$ cat src/common/supply_monitor_pkg.sv
// Purpose: Constants and carrier types for the supply monitor register bank
// Assumes: Byte-wide registers, byte addresses on a 32-bit processor bus
// Notes:   Page offsets are the low byte of the processor address
package supply_monitor_pkg;
	localparam logic [31:0] ADDR_DIAG_PULLUP_CONFIG = 32'h40000545;
	localparam logic [31:0] ADDR_ANALOG_POWER       = 32'h40000550;
	localparam logic [31:0] ADDR_DIGITAL_POWER      = 32'h40000554;
	localparam logic [31:0] ADDR_SUPPLY_FLAGS_ONE   = 32'h40000558;
	localparam logic [31:0] ADDR_SUPPLY_FLAGS_TWO   = 32'h40000559;
	localparam logic [1:0]  PAGE_REGS               = 2'h2;

	localparam logic [7:0] RST_DIAG_PULLUP_CONFIG = 8'h00;
	localparam logic [7:0] RST_ANALOG_POWER       = 8'h01;
	localparam logic [7:0] RST_DIGITAL_POWER      = 8'h00;
	localparam logic [7:0] RST_SUPPLY_FLAGS_ONE   = 8'h00;
	localparam logic [7:0] RST_SUPPLY_FLAGS_TWO   = 8'h00;

	// Field positions
	localparam int BIT_SECONDARY_A_PULLUP_ON = 0;
	localparam int BIT_SECONDARY_B_PULLUP_ON = 1;
	localparam int BIT_AUX_INPUT_PULLUP_OFF  = 2;
	localparam int BIT_PRIMARY_EXT_PULLUP_ON = 3;
	localparam int BIT_FRONTEND_SHUTDOWN     = 0;
	localparam int BIT_VREF_ENABLE           = 2;
	localparam int BIT_GATE_DRIVE_DISABLE    = 4;
	localparam int BIT_ONE_WIRE_CLOCK_GATE   = 0;
	localparam int BIT_VBIAS_OVER            = 2;
	localparam int BIT_VBIAS_UNDER           = 3;
	localparam int BIT_ANALOG_SUPPLY_OVER    = 4;
	localparam int BIT_ANALOG_SUPPLY_UNDER   = 5;
	localparam int BIT_DRIVE_SUPPLY_OVER     = 6;
	localparam int BIT_DRIVE_SUPPLY_UNDER    = 7;
	localparam int BIT_CORE_SUPPLY_OVER      = 0;
	localparam int BIT_CLOCK_FAULT           = 4;
	localparam int BIT_CLOCK_OK              = 5;
	localparam int BIT_CLOCK_CHECK_ENABLE    = 6;

	// Writable masks; other bits read zero except clock-ok and check-enable in flags two
	localparam logic [7:0] MASK_DIAG_PULLUP_CONFIG = 8'h0F;
	localparam logic [7:0] MASK_ANALOG_POWER       = 8'h1F;
	localparam logic [7:0] MASK_DIGITAL_POWER      = 8'h01;
	localparam logic [7:0] MASK_FLAGS_ONE          = 8'hFC;
	localparam logic [7:0] MASK_FLAGS_TWO_CLEAR    = 8'h11;

	typedef struct packed {
		logic vbias_over;
		logic vbias_under;
		logic analog_supply_over;
		logic analog_supply_under;
		logic drive_supply_over;
		logic drive_supply_under;
		logic core_supply_over;
		logic clock_fault;
		logic clock_ok;
	} monitor_events_t;

	typedef struct packed {
		logic secondary_a_pullup_on;
		logic secondary_b_pullup_on;
		logic aux_input_pullup_on;
		logic primary_ext_pullup_on;
		logic frontend_shutdown;
		logic vref_enable;
		logic gate_drive_enable;
		logic one_wire_clock_gate;
		logic clock_check_enable;
	} analog_controls_t;
endpackage

$ cat src/supply_monitor_regs.sv
// Purpose: Diagnostic pull-up, power control and supply monitor flag registers
// Assumes: Processor bus single-cycle byte strobes; paged port on page two
// Notes:   Both ports share the bank; processor wins on a same-cycle write
`timescale 1ns/1ps
`default_nettype none
module supply_monitor_regs (
	input  wire logic                               sys_clk,
	input  wire logic                               rstn,
	input  wire logic                               cpu_sel,
	input  wire logic                               cpu_write,
	input  wire logic [31:0]                        cpu_addr,
	input  wire logic [7:0]                         cpu_wdata,
	output var  logic [7:0]                         cpu_rdata,
	output var  logic                               cpu_hit,
	input  wire logic                               page_sel,
	input  wire logic                               page_write,
	input  wire logic [1:0]                         page_addr,
	input  wire logic [7:0]                         page_offset,
	input  wire logic [7:0]                         page_wdata,
	output var  logic [7:0]                         page_rdata,
	output var  logic                               page_hit,
	input  wire supply_monitor_pkg::monitor_events_t monitor_async,
	output var  supply_monitor_pkg::analog_controls_t controls
);
	supply_monitor_pkg::monitor_events_t  mon;
	supply_monitor_pkg::analog_controls_t next_controls;
	logic [7:0] diag_pullup_config;
	logic [7:0] analog_power_control;
	logic [7:0] digital_power_control;
	logic [7:0] supply_monitor_flags_one;
	logic [7:0] supply_monitor_flags_two;
	logic [7:0] next_diag;
	logic [7:0] next_analog;
	logic [7:0] next_digital;
	logic [7:0] next_flags_one;
	logic [7:0] next_flags_two;
	logic [7:0] next_cpu_rdata;
	logic [7:0] next_page_rdata;
	logic       next_cpu_hit;
	logic       next_page_hit;
	logic [7:0] wr_sel;
	logic [7:0] set_one;
	logic [7:0] set_two;
	logic       cpu_wr;
	logic       page_wr;

	level_sync3 #(
		.WIDTH ($bits(supply_monitor_pkg::monitor_events_t))
	) u_sync (
		.sys_clk  (sys_clk),
		.rstn     (rstn),
		.async_in (monitor_async),
		.sync_out (mon)
	);

	// Index of the register at a byte offset; 5 means unmapped
	function automatic logic [2:0] reg_index(input logic [7:0] ofs);
		case (ofs)
			supply_monitor_pkg::ADDR_DIAG_PULLUP_CONFIG[7:0]: reg_index = 3'h0;
			supply_monitor_pkg::ADDR_ANALOG_POWER[7:0]:       reg_index = 3'h1;
			supply_monitor_pkg::ADDR_DIGITAL_POWER[7:0]:      reg_index = 3'h2;
			supply_monitor_pkg::ADDR_SUPPLY_FLAGS_ONE[7:0]:   reg_index = 3'h3;
			supply_monitor_pkg::ADDR_SUPPLY_FLAGS_TWO[7:0]:   reg_index = 3'h4;
			default:                                          reg_index = 3'h5;
		endcase
	endfunction

	function automatic logic cpu_in_page(input logic [31:0] addr);
		cpu_in_page = (addr[31:8] == supply_monitor_pkg::ADDR_ANALOG_POWER[31:8]);
	endfunction

	function automatic logic [7:0] read_reg(
		input logic [2:0] idx,
		input logic [7:0] r0,
		input logic [7:0] r1,
		input logic [7:0] r2,
		input logic [7:0] r3,
		input logic [7:0] r4
	);
		case (idx)
			3'h0:    read_reg = r0;
			3'h1:    read_reg = r1;
			3'h2:    read_reg = r2;
			3'h3:    read_reg = r3;
			3'h4:    read_reg = r4;
			default: read_reg = 8'h00;
		endcase
	endfunction

	logic [2:0] cpu_idx;
	logic [2:0] page_idx;
	logic       cpu_ok;
	logic       page_ok;

	always_comb begin
		cpu_idx  = reg_index(cpu_addr[7:0]);
		page_idx = reg_index(page_offset);
		cpu_ok   = cpu_sel && cpu_in_page(cpu_addr) && (cpu_idx != 3'h5);
		page_ok  = page_sel && (page_addr == supply_monitor_pkg::PAGE_REGS) && (page_idx != 3'h5);
		cpu_wr   = cpu_ok && cpu_write;
		page_wr  = page_ok && page_write && !(cpu_wr && (cpu_idx == page_idx));
	end

	// Per-register write strobe; a byte write to one register at a time per port
	always_comb begin
		wr_sel  = 8'h00;
		for (int i = 0; i < 5; i++) begin
			if (cpu_wr && (cpu_idx == 3'(i))) begin
				wr_sel[i] = 1'b1;
			end
			if (page_wr && (page_idx == 3'(i))) begin
				wr_sel[i] = 1'b1;
			end
		end
	end

	function automatic logic [7:0] port_data(
		input logic [2:0] idx,
		input logic       cw,
		input logic [2:0] ci,
		input logic [7:0] cd,
		input logic [7:0] pd
	);
		port_data = (cw && (ci == idx)) ? cd : pd;
	endfunction

	always_comb begin
		set_one = 8'h00;
		set_one[supply_monitor_pkg::BIT_VBIAS_OVER]          = mon.vbias_over;
		set_one[supply_monitor_pkg::BIT_VBIAS_UNDER]         = mon.vbias_under;
		set_one[supply_monitor_pkg::BIT_ANALOG_SUPPLY_OVER]  = mon.analog_supply_over;
		set_one[supply_monitor_pkg::BIT_ANALOG_SUPPLY_UNDER] = mon.analog_supply_under;
		set_one[supply_monitor_pkg::BIT_DRIVE_SUPPLY_OVER]   = mon.drive_supply_over;
		set_one[supply_monitor_pkg::BIT_DRIVE_SUPPLY_UNDER]  = mon.drive_supply_under;
		set_two = 8'h00;
		set_two[supply_monitor_pkg::BIT_CORE_SUPPLY_OVER] = mon.core_supply_over;
		set_two[supply_monitor_pkg::BIT_CLOCK_FAULT]      = mon.clock_fault;
	end

	always_comb begin
		logic [7:0] d;
		d              = 8'h00;
		next_diag      = diag_pullup_config;
		next_analog    = analog_power_control;
		next_digital   = digital_power_control;
		next_flags_one = supply_monitor_flags_one;
		next_flags_two = supply_monitor_flags_two;
		if (wr_sel[0]) begin
			d         = port_data(3'h0, cpu_wr, cpu_idx, cpu_wdata, page_wdata);
			next_diag = d & supply_monitor_pkg::MASK_DIAG_PULLUP_CONFIG;
		end
		if (wr_sel[1]) begin
			d           = port_data(3'h1, cpu_wr, cpu_idx, cpu_wdata, page_wdata);
			next_analog = d & supply_monitor_pkg::MASK_ANALOG_POWER;
		end
		if (wr_sel[2]) begin
			d            = port_data(3'h2, cpu_wr, cpu_idx, cpu_wdata, page_wdata);
			next_digital = d & supply_monitor_pkg::MASK_DIGITAL_POWER;
		end
		if (wr_sel[3]) begin
			d              = port_data(3'h3, cpu_wr, cpu_idx, cpu_wdata, page_wdata);
			next_flags_one = next_flags_one & ~(d & supply_monitor_pkg::MASK_FLAGS_ONE);
		end
		if (wr_sel[4]) begin
			d              = port_data(3'h4, cpu_wr, cpu_idx, cpu_wdata, page_wdata);
			// Clock-ok bit is not cleared here; it follows the live check
			next_flags_two = next_flags_two & ~(d & supply_monitor_pkg::MASK_FLAGS_TWO_CLEAR);
			next_flags_two[supply_monitor_pkg::BIT_CLOCK_CHECK_ENABLE] =
				d[supply_monitor_pkg::BIT_CLOCK_CHECK_ENABLE];
		end
		// Sets applied last so an event in the clearing cycle survives
		next_flags_one = (next_flags_one | set_one) & supply_monitor_pkg::MASK_FLAGS_ONE;
		next_flags_two = next_flags_two | set_two;
		// Clock-ok reads live and only while the check runs
		next_flags_two[supply_monitor_pkg::BIT_CLOCK_OK] = mon.clock_ok &&
			next_flags_two[supply_monitor_pkg::BIT_CLOCK_CHECK_ENABLE];
		next_flags_two[7] = 1'b0;
		next_flags_two[3:1] = 3'h0;
	end

	always_comb begin
		next_controls.secondary_a_pullup_on =
			next_diag[supply_monitor_pkg::BIT_SECONDARY_A_PULLUP_ON];
		next_controls.secondary_b_pullup_on =
			next_diag[supply_monitor_pkg::BIT_SECONDARY_B_PULLUP_ON];
		next_controls.primary_ext_pullup_on =
			next_diag[supply_monitor_pkg::BIT_PRIMARY_EXT_PULLUP_ON];
		next_controls.aux_input_pullup_on =
			!next_diag[supply_monitor_pkg::BIT_AUX_INPUT_PULLUP_OFF];
		next_controls.frontend_shutdown =
			next_analog[supply_monitor_pkg::BIT_FRONTEND_SHUTDOWN];
		next_controls.vref_enable =
			next_analog[supply_monitor_pkg::BIT_VREF_ENABLE];
		next_controls.gate_drive_enable =
			!next_analog[supply_monitor_pkg::BIT_GATE_DRIVE_DISABLE];
		next_controls.one_wire_clock_gate =
			next_digital[supply_monitor_pkg::BIT_ONE_WIRE_CLOCK_GATE];
		next_controls.clock_check_enable =
			next_flags_two[supply_monitor_pkg::BIT_CLOCK_CHECK_ENABLE];
	end

	// Reads return the value before any same-cycle write
	always_comb begin
		next_cpu_hit    = cpu_ok;
		next_page_hit   = page_ok;
		next_cpu_rdata  = cpu_ok ? read_reg(cpu_idx, diag_pullup_config, analog_power_control,
			digital_power_control, supply_monitor_flags_one, supply_monitor_flags_two) : 8'h00;
		next_page_rdata = page_ok ? read_reg(page_idx, diag_pullup_config, analog_power_control,
			digital_power_control, supply_monitor_flags_one, supply_monitor_flags_two) : 8'h00;
	end

	always_ff @(posedge sys_clk or negedge rstn) begin
		if (!rstn) begin
			diag_pullup_config       <= supply_monitor_pkg::RST_DIAG_PULLUP_CONFIG;
			analog_power_control     <= supply_monitor_pkg::RST_ANALOG_POWER;
			digital_power_control    <= supply_monitor_pkg::RST_DIGITAL_POWER;
			supply_monitor_flags_one <= supply_monitor_pkg::RST_SUPPLY_FLAGS_ONE;
			supply_monitor_flags_two <= supply_monitor_pkg::RST_SUPPLY_FLAGS_TWO;
			controls                 <= '{secondary_a_pullup_on: 1'b0, secondary_b_pullup_on: 1'b0,
				aux_input_pullup_on: 1'b1, primary_ext_pullup_on: 1'b0, frontend_shutdown: 1'b1,
				vref_enable: 1'b0, gate_drive_enable: 1'b1, one_wire_clock_gate: 1'b0,
				clock_check_enable: 1'b0};
			cpu_rdata                <= 8'h00;
			cpu_hit                  <= 1'b0;
			page_rdata               <= 8'h00;
			page_hit                 <= 1'b0;
		end else begin
			diag_pullup_config       <= next_diag;
			analog_power_control     <= next_analog;
			digital_power_control    <= next_digital;
			supply_monitor_flags_one <= next_flags_one;
			supply_monitor_flags_two <= next_flags_two;
			controls                 <= next_controls;
			cpu_rdata                <= next_cpu_rdata;
			cpu_hit                  <= next_cpu_hit;
			page_rdata               <= next_page_rdata;
			page_hit                 <= next_page_hit;
		end
	end
endmodule
`default_nettype wire

$ cat src/level_sync3.sv
// Purpose: Three-stage synchroniser for asynchronous monitor levels
// Assumes: Inputs come from analog comparators outside the clock domain
// Notes:   A change counts once stages two and three agree
`timescale 1ns/1ps
`default_nettype none
module level_sync3 #(
	parameter int WIDTH = 1
) (
	input  wire logic             sys_clk,
	input  wire logic             rstn,
	input  wire logic [WIDTH-1:0] async_in,
	output var  logic [WIDTH-1:0] sync_out
);
	logic [WIDTH-1:0] stage1;
	logic [WIDTH-1:0] stage2;
	logic [WIDTH-1:0] stage3;
	logic [WIDTH-1:0] next_out;

	always_comb begin
		next_out = sync_out;
		for (int i = 0; i < WIDTH; i++) begin
			if (stage2[i] == stage3[i]) begin
				next_out[i] = stage3[i];
			end
		end
	end

	always_ff @(posedge sys_clk or negedge rstn) begin
		if (!rstn) begin
			stage1   <= '0;
			stage2   <= '0;
			stage3   <= '0;
			sync_out <= '0;
		end else begin
			stage1   <= async_in;
			stage2   <= stage1;
			stage3   <= stage2;
			sync_out <= next_out;
		end
	end
endmodule
`default_nettype wire

$ cat config.mk
export PLATFORM = sky130hd
export DESIGN_NAME = supply_monitor_regs
export DESIGN_NICKNAME = d
export VERILOG_FILES = /design/src/common/supply_monitor_pkg.sv /design/src/supply_monitor_regs.sv /design/src/level_sync3.sv
export SDC_FILE = /design/constraint.sdc
export NUM_CORES = 1
export LEC_CHECK = 0
export ABC_AREA = 1
export BUFFER_PORTS_ARGS = -buffer_cell sky130_fd_sc_hd__buf_2
export CORE_MARGIN = 10
export CORE_UTILIZATION = 50
export CTS_BUF_LIST = sky130_fd_sc_hd__clkbuf_4 sky130_fd_sc_hd__clkbuf_8
export DETAILED_ROUTE_END_ITERATION = 10
export PLACE_DENSITY = 0.73
export SETUP_SLACK_MARGIN = 0.02
export SLEW_MARGIN = 20
export SYNTH_ARGS = -nofsm -noshare
export SYNTH_HDL_FRONTEND = slang
export SYNTH_SLANG_ARGS = --single-unit
$ cat constraint.sdc
create_clock -name sys_clk -period 0.9 [get_ports sys_clk]
set_input_delay 0.045 -clock sys_clk [delete_from_list [all_inputs] [get_ports sys_clk]]
set_output_delay 0.045 -clock sys_clk [all_outputs]
set_load 0.03 [all_outputs]
[After elaboration in Yosys (flattened, before gate mapping)]
Cells that the tools add are included.
Cells by class
  equal/unequal tests: 32
  multiplexer cells: 25
  bitwise operators: 6
  reduce and logical (&&, ||, !) cells: 24
Operators with widths (number)
  $eq A8 B7 Y1 const B: 10
  $pmux W8 S5: 2
  $mux W8: 4
  $pmux W3 S5: 2
  $eq A24 B23 Y1 const B: 1
  $logic_and A1 B1 Y1: 19
  $mux W7: 2
  $eq A3 B2 Y1 const B: 4
  $mux W1: 11
  $mux W5: 2
  $eq A1 B1 Y1: 9
  $and A8 B8 Y8: 1
  $mux W4: 2
  $not A8 Y8: 1
  $or A8 B8 Y8: 1
  $or A7 B5 Y7: 1
  $and A6 B6 Y6: 1
  $eq A3 B1 Y1 const B: 2
  $eq A3 B3 Y1 const B: 2
  $logic_not A3 Y1: 2
  $ne A3 B3 Y1 const B: 2
  $not A5 Y6: 1
  $eq A3 B3 Y1: 1
  $logic_not A1 Y1: 3
  $eq A2 B2 Y1 const B: 1
Storage, ports and cells
  register bits after elaboration: 82
  input port bits: 73
  output and inout port bits: 27
  word-level logic and storage cells: 117

[Longest topological paths before layout]
  depth after elaboration: 13
  mapped depth: 16
  gate-level depth less buffers: 16

[By module]
A second synthesis with hierarchy kept.
Unflattened totals
  cells, all modules: 464
  area total of the unflattened synthesis: 3831.2 um2
By module, submodules not included
  supply_monitor_regs: times used 1, cells each 392, area each 2783.9 um2, sequential area each 1004.7 um2
  level_sync3: times used 1, cells each 72, area each 1047.3 um2, sequential area each 900.9 um2

[Least setup slack after synthesis]
OpenSTA, ideal clock, no wires.
  kind: in2reg
  start point: input port cpu_addr[5]
  end point: register (tool-made name)
  setup time: 0.117 ns
  arrival time: 1.229 ns
  required time: 0.783 ns
  slack: -0.446 ns
  cell stages on the path: 14
  buffers on the path: 0
  path through: inv_1 nand2_2 nor2_8 nand3_2 nand3_4 nand2_4 nor2_4 nand4_4 nand2_4 inv_4 nand2_8 nand2_4 nand2_1 nand2_1
RTL lines
  from (decl): line supply_monitor_regs.sv:11  | input wire logic [31:0] cpu_addr,

[Worst setup path in the final report]
  start point: input port cpu_addr[18]
  end point: register analog_power_control[2]
On the way
  longest elaborated chain between the ends: 10
  elaborated cells on any way between the ends: 13
  classes of those cells: eq/ne: 1; mux: 4; reduce/logical: 8
Ends and longest elaborated chain
  $eq A24 B23 Y1 (*): line supply_monitor_regs.sv:69  | cpu_in_page = (addr[31:8] == supply_monitor_pkg::ADDR_ANALOG_POWER[31:8]);
  $logic_and A1 B1 Y1 (*) (2 in a row): line supply_monitor_regs.sv:98  | cpu_ok = cpu_sel && cpu_in_page(cpu_addr) && (cpu_idx != 3'h5);
  $logic_and A1 B1 Y1 (*): line supply_monitor_regs.sv:100  | cpu_wr = cpu_ok && cpu_write;
  $logic_and A1 B1 Y1: line supply_monitor_regs.sv:101  | page_wr = page_ok && page_write && !(cpu_wr && (cpu_idx == page_idx));
  $logic_not A1 Y1: line supply_monitor_regs.sv:101
  $logic_and A1 B1 Y1: line supply_monitor_regs.sv:101
  $logic_and A1 B1 Y1: line supply_monitor_regs.sv:111  | if (page_wr && (page_idx == 3'(i))) begin
  $mux W1: line supply_monitor_regs.sv:111
  $mux W5 (*): line supply_monitor_regs.sv:152  | if (wr_sel[1]) begin
  to (signal assigned): line supply_monitor_regs.sv:215  | analog_power_control <= supply_monitor_pkg::RST_ANALOG_POWER;
  to (signal assigned): line supply_monitor_regs.sv:229  | analog_power_control <= next_analog;
  to (decl): line supply_monitor_regs.sv:28  | logic [7:0] analog_power_control;
Mark *: on every way between the ends. The rest lies on a longest branch, timed or not.
A chain may end at the register's enable or synchronous reset.

==> flow_summary.yaml <==
clocking:
  clk_path_buf_depth: 2
  clock_sinks: 76
  clk_pin_slew_worst_paths_ps: 90
  cts_tree: "built"
  clock_latency_ps: 350
  htree_levels: 3
  cts-buffers-inserted: 9
  clock-root-buffer: "clkbuf_8"
worst_setup_path:
  cp-start-kind: "input pin"
  r2r_cells: 3
  crit_path_end_kind: "register"
  rr_endpoint: "page_rdata[0]"
  worstPathArrival_ps: 1600
  r2r-start: "analog_power_control[0]"
  path_class: "input pin to register"
  crit_fanout: 8
  r2r_slack_ps: -80
  worstPathRequired_ps: 1140
synth:
  synth_area_um2: 3831
  synthMostInstantiatedCell: "nand2_1"
  synth_cells: 465
  async_flop_share: 1.000
  yosysWarnings: 0
  ys.flop_type: "dfrtp_1"
  synth.avg_cell_area_um2: 8.239
  synth_cell_types: 40
  syn-num-nets: 538
  synth.ff_latch_count: 76
  synthTopCellsByCount: "138 x nand2_1, 73 x dfrtp_1, 65 x inv_1, 47 x nor2_1, 27 x nand3_1"
  synth-seq-area-share: 0.4974
  synthTopCellsByArea: "dfrtp_1 48%, nand2_1 14%, inv_1 6.4%"
  yosysTopAreaCell: "dfrtp_1"
  synth_edf_count: 0
  synth_top_area_share: 0.4768
floorplanning:
  die-area_um2: 11560
  die_height_um: 107.5
  die_w_um: 107.5
  coreArea_um2: 7370
  num_rows: 31
  ios: 100
  start_util: 0.5199
power_and_ir_drop:
  pwr-share-comb: 0.127
  peakVddDrop_mv: 1.167
  p_per_area_nw_per_um2: 1157
  finalPower_mw: 7.173
  p_int_mw: 5.342
  net-switching-power_mw: 1.831
  clkPwrFrac: 0.375
  power.leakage_nw: 3.141
  sw_frac_of_total: 0.2553
  seq_power_share: 0.498
sta:
  tightest_slew_ps: 296.6
  final.setup_skew_ps: 10.14
  fin_crit_sh: 1.511
  min_period_ps: 1360
  finalSetupViolCount: 56
  fin_ws_ps: -460.2
  slew_headroom: 0.8004
  fmax_ghz: 0.7352
  final_hold_viol_count: 0
  drv_slew: 0
  rsz0062_at_grt: "yes"
job:
  cap_viol_max_count: 0
drt:
  drt_iter0_drc: 186
  wl_per_cell_um: 16.90
  ant_nets: 0
  vias_per_cell: 5.099
  drt_pre_antenna_iters: 4
  num_vias: 3829
  drc: 0
  wirelength_um: 12690
status:
  status: "finished with violations"
  violations: "negative setup slack"
finish:
  diodes: 0
  fin_util: 0.8409
  areaGrowthSynthToFinish_pct: 61.76
  num-nets-final: 720
  drive_gt1_frac: 0.5307
  fin_cells: 751
  num-fill-cells: 431
min_path:
  min_path_type: "input pin to register"
  hp-start: "cpu_wdata[2]"
  worstHoldPathCells: 4
  holdPathEnd: "supply_monitor_flags_one[2]"
placed_design:
  dp_hpwl_um: 8578
  port_buffers: 99
  dpl.cell_count: 694
  gp_congestion: 0.8687
grt:
  grt.total_usage: 0.2076
  grt_max_degree: 35
  grt_pass1_vias: 3986
  grt_pass1_wl_um: 19000
  gr-total-overflow: 0
  antenna_found_initial: 0
flip-flops by register name, summed over array words and instances (netlist names), named ones only:
signal and cells:
u_sync.stage2 9, digital_power_control 1, page_hit 1, supply_monitor_flags_one 6, page_rdata 8, controls 2
u_sync.stage1 9, u_sync.stage3 9, cpu_rdata 8, supply_monitor_flags_two 4, analog_power_control 4, cpu_hit 1
u_sync.sync_out 9, diag_pullup_config 3
kinds of logic (layout without fill, tap and decap cells):
kind of cell / after synthesis / in the layout / synth area share
compound gates: 36 / 36 / 0.05421
fa+ha+maj: 9 / 9 / 0.02351
buf+inv: 82 / 269 / 0.09079
flops: 76 / 76 / 0.4974
simple gates: 262 / 262 / 0.3341
final cells by class:
cell class,instances,area [µm²],area share
tap,99,123.9,0.01999
clock buffer,11,145.1,0.02342
multi-input combinational,307,2113,0.3410
timing repair buffer,179,1520,0.2453
inverter,74,329.1,0.05310
sequential,76,1906,0.3075
clock inverter,5,60.06,0.009691
what timing repair did:
item	in CTS	in global routing
hold buffers	14	0
pin swaps	43	42
endpoints found under the hold margin	89	0
setup endpoints to repair	58	68
gates resized for setup	112	111
buffers inserted	19	11
through the flow:
step                TNS [ps]  hold WS, ps  cell area (µm²)  setup slack (ps)
floorplan              -8079       -250.6             4015            -440.4
global placement      -20060       -56.29             4900            -758.1
detailed placement    -21710       -59.43             4900            -803.5
CTS                    -7320        2.162             5746            -305.4
global route          -12820        15.67             6197            -526.5
finish                -10030        17.90             6197            -460.2
routing by layer:
metal,track usage,part of all wire,vias up
li1,-,-,1822
met3,0.05509,0.058,35
met4,0.1059,0.035,0
met1,0.2228,0.38,1839
met2,0.3664,0.53,133
met5,0,0,-
power groups by stage:
| stage | sequential, mW | combinational, mW | clock (mW) |
|---|---|---|---|
| detailed placement | 3.63 | 0.671 | 0 |
| global route | 3.58 | 0.986 | 2.86 |
| floorplan | 3.62 | 0.275 | 0 |
| finish | 3.57 | 0.909 | 2.69 |
| CTS | 3.57 | 0.793 | 2.72 |
| global placement | 3.62 | 0.651 | 0 |
critical path: stages:
cell     delay, ps
buf_6          100
nor2_4         110
nand3_2         70
nor2_1         120
nand2_1        100
nor2_4         170
nand2_8         80
nor2_4         150
nand4_4        170
nand2_4        140
inv_4           60
nand2_8         90
nand2_8         80
nand2_2         60
nand2_1         50
worst max-delay path by stage:
stage / startpoint / to / slack, ps / depth (start not counted)
4_1_cts: cpu_addr[22] / analog_power_control[3] / -310 / 15
5_1_grt: cpu_addr[18] / analog_power_control[2] / -530 / 15
3_3_place_gp: cpu_addr[12] / digital_power_control[0] / -760 / 15
2_1_floorplan: cpu_addr[5] / register / -440 / 16
6_report: cpu_addr[18] / analog_power_control[2] / -460 / 15
3_5_place_dp: cpu_addr[5] / analog_power_control[3] / -800 / 15
placed cells by master (no fill, tap or decap), drive strengths merged:
cell         instances
dfrtp               73
clkinv               2
o22ai                1
nand2              150
a41oi                2
o21ai               11
nor2                58
o21bai               1
nor4                 4
a31oi                4
maj3                 9
nand3b               1
bufinv               1
dlygate4sd3         14
or2                  2
a221oi               1
dfstp                3
clkinvlp             1
and2                 1
buf                165
and3b                1
nor3                 8
a21oi               13
nand3               31
clkbuf              11
nand4                6
inv                 75
a21boi               3
(Power assumes the default switching activity.)
